--- config.mk ---
export PLATFORM = sky130hd
export DESIGN_NAME = ppcd_port
export DESIGN_NICKNAME = d
export VERILOG_FILES = /design/src/pkg/ppcd_pkg.sv /design/src/design/ppcd_port.sv
export SDC_FILE = /design/constraint.sdc
export NUM_CORES = 1
export LEC_CHECK = 0
export ABC_AREA = 0
export BUFFER_PORTS_ARGS = -buffer_cell sky130_fd_sc_hd__buf_4
export CELL_PAD_IN_SITES_DETAIL_PLACEMENT = 2
export CELL_PAD_IN_SITES_GLOBAL_PLACEMENT = 2
export CORE_MARGIN = 2
export CORE_UTILIZATION = 38
export DETAILED_ROUTE_END_ITERATION = 6
export GPL_ROUTABILITY_DRIVEN = 0
export PLACE_DENSITY = 0.82
export SYNTH_ARGS = -nofsm -noshare
export SYNTH_HDL_FRONTEND = slang
export SYNTH_SLANG_ARGS = --single-unit
--- constraint.sdc ---
create_clock -name clk_i -period 2.9 [get_ports clk_i]
set_clock_uncertainty 0.2 [all_clocks]
set_input_delay 0.29 -clock clk_i [delete_from_list [all_inputs] [get_ports clk_i]]
set_output_delay 0.29 -clock clk_i [all_outputs]
set_load 0.02 [all_outputs]
--- src/pkg/ppcd_pkg.sv ---
package ppcd_pkg;

  localparam int unsigned PORT_W = 8;
  localparam int unsigned WB_DW = 32;
  localparam int unsigned WB_AW = 8;
  // Word index sits above the byte offset within a 32-bit word
  localparam int unsigned IDX_LO = 2;
  localparam int unsigned IDX_W = 5;

  // Register indices; byte address is four times the index
  localparam logic [IDX_W-1:0] IDX_A_DATA = 5'h00;
  localparam logic [IDX_W-1:0] IDX_B_DATA = 5'h01;
  localparam logic [IDX_W-1:0] IDX_A_DIR = 5'h02;
  localparam logic [IDX_W-1:0] IDX_B_DIR = 5'h03;
  localparam logic [IDX_W-1:0] IDX_A_PULL_EN = 5'h04;
  localparam logic [IDX_W-1:0] IDX_B_PULL_EN = 5'h05;
  localparam logic [IDX_W-1:0] IDX_A_REDUCE = 5'h06;
  localparam logic [IDX_W-1:0] IDX_B_REDUCE = 5'h07;
  localparam logic [IDX_W-1:0] IDX_E_DATA = 5'h08;
  localparam logic [IDX_W-1:0] IDX_E_DIR = 5'h09;
  localparam logic [IDX_W-1:0] IDX_E_PULL_EN = 5'h0a;
  localparam logic [IDX_W-1:0] IDX_E_PULL_SEL = 5'h0b;
  localparam logic [IDX_W-1:0] IDX_E_REDUCE = 5'h0c;
  localparam logic [IDX_W-1:0] IDX_E_EVT_EN = 5'h0d;
  localparam logic [IDX_W-1:0] IDX_IRQ_STATUS = 5'h0e;
  localparam logic [IDX_W-1:0] IDX_IRQ_CLEAR = 5'h0f;
  localparam logic [IDX_W-1:0] IDX_IRQ_ENABLE = 5'h10;
  localparam int unsigned NREG = 17;

  localparam logic [PORT_W-1:0] RST_REG = 8'h00;
  // Ports A and B have a hard-wired pull-down polarity
  localparam logic [PORT_W-1:0] PS_FIXED_AB = 8'hff;

  // Port A pins with alternative functions
  localparam int unsigned A_BIT_MREQ = 0;
  localparam int unsigned A_BIT_NMREQ = 1;
  localparam int unsigned A_BIT_TICK = 3;

  typedef struct packed {
    logic [PORT_W-1:0] dir;
    logic [PORT_W-1:0] data;
    logic [PORT_W-1:0] pull_en;
    logic [PORT_W-1:0] pull_sel;
    logic [PORT_W-1:0] reduce;
    logic [PORT_W-1:0] lcd;
  } ppcd_cfg_s;

  typedef struct packed {
    logic [PORT_W-1:0] oe_n;
    logic [PORT_W-1:0] dout;
    logic [PORT_W-1:0] pull_up;
    logic [PORT_W-1:0] pull_dn;
    logic [PORT_W-1:0] reduce;
  } ppcd_pad_s;

endpackage

--- src/design/ppcd_port.sv ---
`timescale 1ns/1ns
// Function
// [RULE1] pull_edge_select picks event edge and pull polarity.
// [RULE2] Input with pull enable: select 0 pulls up, 1 pulls down.
// [RULE3] Event enable: select 0 falling, 1 rising edge; any direction.
// [RULE4] Output drives output level; drive_reduce lowers strength; no pull.
// [RULE5] pull_edge_select fixed 1 on ports A and B, 0 on AD.
// [RULE6] Edge interrupts only on event-capable ports, not on A or B.
// [RULE7] Register reads are synchronous to the internal clock.
// [RULE8] Port A data register at index 0x0, resets zero, RW.
// [RULE9] General purpose output drives stored data bit onto pin.
// [RULE10] Read returns register bit if direction 1, else synced pin.
// [RULE11] Enabled LCD segment overrides every other pin function.
// [RULE12] Port A bit 3: tick clock output overrides GPIO unless LCD.
// [RULE13] Port A bit 1: nonmaskable request overrides GPIO unless LCD.
// [RULE14] Port A bit 0: maskable request overrides GPIO unless LCD.
// [RULE15] Port B data register at index 0x1, resets zero, LCD shared.
// [RULE16] Data registers writable anytime; read source follows direction.
// [RULE17] Direction 1 means output, 0 means input.
// [RULE18] Enabled LCD segment forces input and output disabled.
// [RULE19] Read after direction change may lag two cycles (sync).
module ppcd_port #(
  parameter int unsigned SYNC_STAGES = 2
) (
  input wire logic clk_i,
  input wire logic rst_i,
  input wire logic [ppcd_pkg::WB_AW-1:0] adr_i,
  input wire logic [ppcd_pkg::WB_DW-1:0] dat_i,
  output logic [ppcd_pkg::WB_DW-1:0] dat_o,
  input wire logic we_i,
  input wire logic [3:0] sel_i,
  input wire logic cyc_i,
  input wire logic stb_i,
  output logic ack_o,
  input wire logic [ppcd_pkg::PORT_W-1:0] a_pin_i,
  input wire logic [ppcd_pkg::PORT_W-1:0] b_pin_i,
  input wire logic [ppcd_pkg::PORT_W-1:0] e_pin_i,
  input wire logic [ppcd_pkg::PORT_W-1:0] lcd_seg_a_i,
  input wire logic [ppcd_pkg::PORT_W-1:0] lcd_seg_b_i,
  input wire logic tick_en_i,
  input wire logic tick_clk_i,
  input wire logic nmreq_en_i,
  input wire logic mreq_en_i,
  output ppcd_pkg::ppcd_pad_s a_pad_o,
  output ppcd_pkg::ppcd_pad_s b_pad_o,
  output ppcd_pkg::ppcd_pad_s e_pad_o,
  output logic nmreq_o,
  output logic mreq_o,
  output logic irq_o
);

  localparam int unsigned W = ppcd_pkg::PORT_W;

  function automatic ppcd_pkg::ppcd_pad_s pad_ctl(ppcd_pkg::ppcd_cfg_s c);
    ppcd_pkg::ppcd_pad_s p;
    logic [W-1:0] drv;
    logic [W-1:0] inp;
    drv = c.dir & ~c.lcd;
    inp = ~c.dir & ~c.lcd;
    p.oe_n = ~drv;
    p.dout = c.data & drv;
    p.pull_up = inp & c.pull_en & ~c.pull_sel;
    p.pull_dn = inp & c.pull_en & c.pull_sel;
    p.reduce = c.reduce & drv;
    return p;
  endfunction

  function automatic logic [W-1:0] rd_src(logic [W-1:0] dir,
      logic [W-1:0] data, logic [W-1:0] pin);
    return (dir & data) | (~dir & pin);
  endfunction

  //////////////////////////////////////////////////////////////////////////
  // Pin input synchronisers

  logic [W-1:0] a_sync_q [SYNC_STAGES];
  logic [W-1:0] b_sync_q [SYNC_STAGES];
  logic [W-1:0] e_sync_q [SYNC_STAGES];
  logic [W-1:0] e_prev_q;
  logic [W-1:0] a_in;
  logic [W-1:0] b_in;
  logic [W-1:0] e_in;

  always_ff @(posedge clk_i) begin
    if (rst_i) begin
      for (int i = 0; i < SYNC_STAGES; i++) begin
        a_sync_q[i] <= ppcd_pkg::RST_REG;
        b_sync_q[i] <= ppcd_pkg::RST_REG;
        e_sync_q[i] <= ppcd_pkg::RST_REG;
      end
      e_prev_q <= ppcd_pkg::RST_REG;
    end else begin
      a_sync_q[0] <= a_pin_i;
      b_sync_q[0] <= b_pin_i;
      e_sync_q[0] <= e_pin_i;
      for (int i = 1; i < SYNC_STAGES; i++) begin
        a_sync_q[i] <= a_sync_q[i-1];
        b_sync_q[i] <= b_sync_q[i-1];
        e_sync_q[i] <= e_sync_q[i-1];
      end
      e_prev_q <= e_in;
    end
  end

  assign a_in = a_sync_q[SYNC_STAGES-1];
  assign b_in = b_sync_q[SYNC_STAGES-1];
  assign e_in = e_sync_q[SYNC_STAGES-1];

  //////////////////////////////////////////////////////////////////////////
  // Wishbone classic slave

  logic [W-1:0] reg_q [ppcd_pkg::NREG];
  logic [W-1:0] status_q;
  logic [ppcd_pkg::IDX_W-1:0] idx;
  logic req;
  logic wr;
  logic hit;
  logic ack_q;
  logic [ppcd_pkg::WB_DW-1:0] dat_q;
  logic [W-1:0] rd_val;

  assign idx = adr_i[ppcd_pkg::IDX_LO +: ppcd_pkg::IDX_W];
  // Irq enable is the highest mapped index
  assign hit = (adr_i[ppcd_pkg::WB_AW-1:ppcd_pkg::IDX_LO+ppcd_pkg::IDX_W]
                == '0) && (idx <= ppcd_pkg::IDX_IRQ_ENABLE);
  // Unmapped addresses are acknowledged, read zero and ignore writes
  assign req = cyc_i & stb_i & ~ack_q;
  assign wr = req & we_i & sel_i[0] & hit;

  // Data registers, config and enable: plain storage, writable anytime
  always_ff @(posedge clk_i) begin
    if (rst_i) begin
      for (int i = 0; i < ppcd_pkg::NREG; i++) begin
        reg_q[i] <= ppcd_pkg::RST_REG; // RULE8 RULE15
      end
    end else if (wr && idx != ppcd_pkg::IDX_IRQ_STATUS &&
                 idx != ppcd_pkg::IDX_IRQ_CLEAR) begin
      reg_q[idx] <= dat_i[W-1:0]; // RULE16
    end
  end

  // Read multiplexer; data ports follow the live direction bits
  // The whole decode sits under hit so an alias above the map reads zero
  always_comb begin
    rd_val = ppcd_pkg::RST_REG;
    if (hit) begin
      rd_val = reg_q[idx];
      unique case (idx)
        ppcd_pkg::IDX_A_DATA: begin
          rd_val = rd_src(reg_q[ppcd_pkg::IDX_A_DIR],
                          reg_q[ppcd_pkg::IDX_A_DATA],
                          a_in & ~lcd_seg_a_i); // RULE10 RULE18 RULE19
        end
        ppcd_pkg::IDX_B_DATA: begin
          rd_val = rd_src(reg_q[ppcd_pkg::IDX_B_DIR],
                          reg_q[ppcd_pkg::IDX_B_DATA],
                          b_in & ~lcd_seg_b_i); // RULE10 RULE18
        end
        ppcd_pkg::IDX_E_DATA: begin
          rd_val = rd_src(reg_q[ppcd_pkg::IDX_E_DIR],
                          reg_q[ppcd_pkg::IDX_E_DATA], e_in); // RULE10
        end
        ppcd_pkg::IDX_IRQ_STATUS: rd_val = status_q;
        ppcd_pkg::IDX_IRQ_CLEAR: rd_val = ppcd_pkg::RST_REG;
        default: ;
      endcase
    end
  end

  // Answer one cycle after the request, from flops
  always_ff @(posedge clk_i) begin
    if (rst_i) begin
      ack_q <= 1'b0;
      dat_q <= '0;
    end else begin
      ack_q <= req;
      if (req && !we_i) begin
        dat_q <= {{(ppcd_pkg::WB_DW-W){1'b0}}, rd_val}; // RULE7
      end
    end
  end

  assign ack_o = ack_q;
  assign dat_o = dat_q;

  //////////////////////////////////////////////////////////////////////////
  // Edge events and interrupt

  logic [W-1:0] e_rise;
  logic [W-1:0] e_fall;
  logic [W-1:0] e_event;
  logic [W-1:0] clr;
  logic [W-1:0] e_sel;

  assign e_sel = reg_q[ppcd_pkg::IDX_E_PULL_SEL]; // RULE1
  assign e_rise = e_in & ~e_prev_q;
  assign e_fall = ~e_in & e_prev_q;
  // Edges are watched regardless of direction
  assign e_event = reg_q[ppcd_pkg::IDX_E_EVT_EN] &
                   ((e_sel & e_rise) | (~e_sel & e_fall)); // RULE3 RULE6
  assign clr = (wr && idx == ppcd_pkg::IDX_IRQ_CLEAR) ? dat_i[W-1:0]
               : ppcd_pkg::RST_REG;

  always_ff @(posedge clk_i) begin
    if (rst_i) begin
      status_q <= ppcd_pkg::RST_REG;
    end else begin
      // A new event beats a clear in the same cycle
      status_q <= (status_q & ~clr) | e_event;
    end
  end

  assign irq_o = |(status_q & reg_q[ppcd_pkg::IDX_IRQ_ENABLE]);

  //////////////////////////////////////////////////////////////////////////
  // Pad control

  ppcd_pkg::ppcd_cfg_s a_cfg;
  ppcd_pkg::ppcd_cfg_s b_cfg;
  ppcd_pkg::ppcd_cfg_s e_cfg;
  logic [W-1:0] a_dir_eff;
  logic [W-1:0] a_data_eff;
  logic tick_own;
  logic nmreq_own;
  logic mreq_own;
  ppcd_pkg::ppcd_pad_s a_pad_q;
  ppcd_pkg::ppcd_pad_s b_pad_q;
  ppcd_pkg::ppcd_pad_s e_pad_q;
  logic nmreq_q;
  logic mreq_q;

  // LCD wins first, then the alternative function, then GPIO
  assign tick_own = tick_en_i & ~lcd_seg_a_i[ppcd_pkg::A_BIT_TICK]; // RULE12
  assign nmreq_own = nmreq_en_i &
                     ~lcd_seg_a_i[ppcd_pkg::A_BIT_NMREQ]; // RULE13
  assign mreq_own = mreq_en_i & ~lcd_seg_a_i[ppcd_pkg::A_BIT_MREQ]; // RULE14

  always_comb begin
    a_dir_eff = reg_q[ppcd_pkg::IDX_A_DIR]; // RULE17
    a_data_eff = reg_q[ppcd_pkg::IDX_A_DATA];
    if (tick_own) begin
      a_dir_eff[ppcd_pkg::A_BIT_TICK] = 1'b1;
      a_data_eff[ppcd_pkg::A_BIT_TICK] = tick_clk_i; // RULE12
    end
    if (nmreq_own) begin
      a_dir_eff[ppcd_pkg::A_BIT_NMREQ] = 1'b0; // RULE13
    end
    if (mreq_own) begin
      a_dir_eff[ppcd_pkg::A_BIT_MREQ] = 1'b0; // RULE14
    end
  end

  assign a_cfg = '{dir: a_dir_eff, data: a_data_eff,
                   pull_en: reg_q[ppcd_pkg::IDX_A_PULL_EN],
                   pull_sel: ppcd_pkg::PS_FIXED_AB, // RULE5
                   reduce: reg_q[ppcd_pkg::IDX_A_REDUCE],
                   lcd: lcd_seg_a_i}; // RULE11
  assign b_cfg = '{dir: reg_q[ppcd_pkg::IDX_B_DIR],
                   data: reg_q[ppcd_pkg::IDX_B_DATA],
                   pull_en: reg_q[ppcd_pkg::IDX_B_PULL_EN],
                   pull_sel: ppcd_pkg::PS_FIXED_AB, // RULE5
                   reduce: reg_q[ppcd_pkg::IDX_B_REDUCE],
                   lcd: lcd_seg_b_i}; // RULE11
  assign e_cfg = '{dir: reg_q[ppcd_pkg::IDX_E_DIR],
                   data: reg_q[ppcd_pkg::IDX_E_DATA],
                   pull_en: reg_q[ppcd_pkg::IDX_E_PULL_EN],
                   pull_sel: e_sel, // RULE1
                   reduce: reg_q[ppcd_pkg::IDX_E_REDUCE],
                   lcd: ppcd_pkg::RST_REG};

  // Pads are registered: one cycle from config to pin, glitch free
  always_ff @(posedge clk_i) begin
    if (rst_i) begin
      a_pad_q <= '{oe_n: '1, default: '0};
      b_pad_q <= '{oe_n: '1, default: '0};
      e_pad_q <= '{oe_n: '1, default: '0};
      nmreq_q <= 1'b0;
      mreq_q <= 1'b0;
    end else begin
      a_pad_q <= pad_ctl(a_cfg); // RULE2 RULE4 RULE9 RULE18
      b_pad_q <= pad_ctl(b_cfg); // RULE2 RULE4 RULE9 RULE18
      e_pad_q <= pad_ctl(e_cfg); // RULE2 RULE4
      nmreq_q <= nmreq_own & a_in[ppcd_pkg::A_BIT_NMREQ];
      mreq_q <= mreq_own & a_in[ppcd_pkg::A_BIT_MREQ];
    end
  end

  assign a_pad_o = a_pad_q;
  assign b_pad_o = b_pad_q;
  assign e_pad_o = e_pad_q;
  assign nmreq_o = nmreq_q;
  assign mreq_o = mreq_q;
endmodule

# Word-level counts from Yosys, hierarchy flattened
# Memories as Yosys holds them, arrays and structs flattened.
# Cells that the tools add are included.
[word_totals]
mem_bits_ro = 0
reg_bits = 147
latchBits = 0
out_inout_bits = 156
ram_bits = 184
n_memories = 4
word_cells = 130
[classes]
mux = 22
n_addsub = 0
mul = 0
n_shift = 0
n_eq_ne = 6
n_bitwise = 67
n_div = 0
order_cmp = 1
reduce_logical = 9
[memory_table]
columns = ["name", "words", "word_bits", "rd", "rd_clocked_by_memory_dff", "wr", "line", "text"]
rows = [
  ["reg_q", 17, 8, 16, 0, 17, "ppcd_port.sv:112", "logic [W-1:0] reg_q [ppcd_pkg::NREG];"],
  ["a_sync_q", 2, 8, 2, 0, 2, "ppcd_port.sv:76", "logic [W-1:0] a_sync_q [SYNC_STAGES];"],
  ["b_sync_q", 2, 8, 2, 0, 2, "ppcd_port.sv:77", "logic [W-1:0] b_sync_q [SYNC_STAGES];"],
  ["e_sync_q", 2, 8, 2, 0, 2, "ppcd_port.sv:78", "logic [W-1:0] e_sync_q [SYNC_STAGES];"],
]
[ops]
columns = ["cell", "count"]
rows = [
  ["bitwise AND 8 bit", 29],
  ["NOT 8 bit", 12],
  ["2-to-1 mux 8 bit", 9],
  ["OR 8 bit", 5],
  ["case mux 8 bit (5 select lines)", 1],
  ["OR reduction 8 bit", 2],
  ["equality test 5 x 4 -> 1 bit, second input constant", 3],
  ["2-to-1 mux 1 bit", 11],
  ["bitwise AND 1 bit", 10],
  ["inequality test 5 x 4 -> 1 bit, second input constant", 2],
  ["OR 1 bit", 6],
  ["equality test 5 x 1 -> 1 bit, second input constant", 1],
  ["less-or-equal comparator 5 bit, second input constant", 1],
  ["logical AND 1 bit", 5],
  ["zero test 5 bit", 1],
  ["2-to-1 mux 5 bit", 1],
  ["NOT 1 bit", 5],
  ["zero test 1 bit", 1],
]

# Depth between registers and ports, before layout
[logic_depth]
word_depth = 12
depth_mapped = 9
depth_no_buf = 5

# Worst setup path after synthesis
# No wires, ideal clock.
[synth_timing]
path_type = "input -> register"
from = "input port adr_i[2] (netlist bit)"
to = "memory reg_q[4][0] (netlist bit), enable pin"
setup_ns = 0.375
path_stages = 6
setup_slack_ns = 0.280
arrival_time_ns = 2.045
path_cell_list = "buf_6 -> o41ai_4 -> nor4b_4 -> nand2_2 -> buf_2 -> o21bai_1"
[synth_lines]
columns = ["element", "line", "text"]
rows = [
  ["start: declaration", "ppcd_port.sv:27", "input wire logic [ppcd_pkg::WB_AW-1:0] adr_i,"],
  ["end: declaration", "ppcd_port.sv:112", ""],
]

==> results.cfg <==
[layout]
design_area_um2 = 19600
nets = 1595
layout_common_cells = buf_4 (237), edfxtp_1 (208), dfxtp_1 (179), conb_1 (128), nor3_1 (88)
area_growth_pct = 28.6
layout-drive-gt1-share = 0.240
fill_cells = 3854
mostFrequentLayoutCell = buf_4

[routing]
drt-initial-drc-count = 900
vias = 11200
drcViolationCount = 0
avgViaCountPerCell = 5.44
totalWireLength_mm = 58.2
wl_per_cell_um = 28.2
dr.pass1.iters = 5
ant_nets = 0

[worst_hold_path]
hp-start = rst_i
hp-class = in2reg
hold_depth = 3
holdPathEnd = a_sync_q[0][9]

[timing]
period_needed_ns = 2.77
slew_viol_final = 0
max_freq_ghz = 0.360
tightestPinTransition_ns = 0.721
holdWs_ns = 0.0854
layout_setup_ws_ns = 0.126
setup_viol = 0
hold_viol_final = 0
maxSlewHeadroom = 0.517
rsz0062_at_grt = false
fin_crit_sh = 0.957
fin_setup_tns_ns = 0

[floorplan]
dieHeight_um = 204
die_w_um = 204
coreArea_um2 = 39600
rows = 73
start_util = 0.384
die_area_um2 = 41600
io-pin-count = 249

[global_routing]
grt_usage = 0.284
grt_max_degree = 91
grt_pass1_wl_mm = 85.2
grt_overflow_total = 0
busiest_layer = met2
grt_use_met2 = 0.499
met3_usage = 0.0676
antenna_found_initial = 4
grt_pass1_vias = 12300
met1_usage = 0.323

[worst_setup_path]
rr_worst_depth = 6
r2r_setup_slack_ns = 0.45
cp.required_ns = 3.00
crit_path_max_fanout = 16
r2r_start = ack_o
critPathCaptureType = register
startpoint_type = primary input
path_class = in2reg
reg2reg_to = reg_q[2][3]
arrival_ns = 2.88

[synthesis]
ys_seq_elements = 387
yosysTopAreaCellShare = 0.411
synth_cell_types = 53
netlist_area_um2 = 15200
post_synth_inst_count = 1140
yosys_warnings = 0
synth_area_leaders = edfxtp_1 (41%), dfxtp_1 (24%), mux4_2 (7.8%)
avgSynthCellArea_um2 = 13.3
synthArstFlopShare = 0
synth_edf_count = 208
ys_seq_area_frac = 0.646
synthFlopType = edfxtp_1
synth_top_area_cell = edfxtp_1

[power_and_ir_drop]
peakVddDrop_uv = 400
power_w = 0.0128
power_density_nw_per_um2 = 654
power.leakage_nw = 7.66

[cts]
cts_root_buffer = clkbuf_16
cts_max_level = 2
tritoncts = built
clock_path_buffers = 3
clk_latency_ns = 0.59
cts_setup_buffers = 0
hold_buffers = 62
cts_resized = 0
clk_pin_slew_ns = 0.07
cts-buffers-inserted = 43
cts.sinks = 387

[outcome]
status = complete, no violations

[place]
dp_hpwl_mm = 36.9
post-place-ws_ns = 0.171
portBuffers = 179
post_dp_cell_area_um2 = 17500

[job]
max-cap-violations = 0
==> report_power, final <==
group,total [W],switching [W],internal (W)
clock network,0.00555,0.00238,0.00317
registers,0.00617,0.000156,0.00602
logic,0.00106,0.000633,0.000425
total,0.0128,0.00317,0.00961
==> layer usage <==
| layer | vias up | part of all wire |
|---|---|---|
| li1 | 4756 | - |
| met1 | 5740 | 0.37 |
| met2 | 525 | 0.51 |
| met3 | 184 | 0.067 |
| met4 | 6 | 0.053 |
| met5 | - | 0.00093 |
==> per-stage QoR <==
stage / std cells / utilization
finish: 2062 / 0.493
global route: 2061 / 0.493
CTS: 2061 / 0.493
detailed placement: 1920 / 0.443
global placement: 1920 / 0.443
floorplan: 1267 / -
==> cell usage after synthesis (12+ instances only) <==
cell,instances
nor4_1,18
clkbuf_1,39
mux2i_1,20
inv_1,28
mux4_2,53
nand2_1,48
and2_1,28
o21ai_0,25
nand2b_1,15
nor2b_1,61
nor4b_1,21
buf_4,46
nor2_1,59
nor3_1,88
and3_1,32
buf_2,17
nor3b_1,12
edfxtp_1,208
dfxtp_1,179
nand3_1,24
a22oi_1,17
==> how the worst max path moves through the flow <==
| stage | startpoint | endpoint | slack, ns |
|---|---|---|---|
| floorplan | adr_i[2] | reg_q[4][0] | 0.28 |
| global placement | adr_i[2] | dat_o[0] | 0.28 |
| finish | adr_i[4] | reg_q[2][3] | 0.13 |
| CTS | adr_i[4] | reg_q[0][7] | 0.32 |
| detailed placement | adr_i[3] | dat_o[1] | 0.17 |
| global route | adr_i[4] | reg_q[2][3] | 0.07 |
==> kinds of logic (layout without fill, tap and decap cells) <==
group | after synthesis | after routing | synth area share
other cells | 1 | 129 | 0.000247
buf+inv | 145 | 414 | 0.0530
mux | 75 | 75 | 0.0941
simple gates | 437 | 437 | 0.164
compound gates | 95 | 95 | 0.0425
flops | 387 | 387 | 0.646
==> critical path, cell delays in order <==
cell and delay, ns:
dlygate4sd3_1 0.57, buf_4 0.21, o41ai_4 0.42, nor4b_4 0.25
buf_4 0.26, nand3_4 0.14, buf_4 0.24, nor4_1 0.49
==> state kept, by name (all words and copies together) (netlist names) <==
register and flops:
ack_o 1, e_pad_o 40, e_sync_q 16, dat_o 8
e_prev_q 8, status_q 8, a_sync_q 16, a_pad_o 32
nmreq_o 1, b_sync_q 16, reg_q 208, mreq_o 1
b_pad_o 32
==> cell type report <==
class                      count  area (um2)  share of cell area
clock buffer                  67        1300              0.0665
antenna                        1        2.50            0.000128
tap                          525         657              0.0336
inverter                      30         113             0.00576
clock inverter                12        87.6             0.00448
timing repair buffer         305        2520               0.129
sequential                   387        9830               0.503
multi-input combinational    735        5050               0.258
Note: power is estimated with default switching activity, not from simulation.
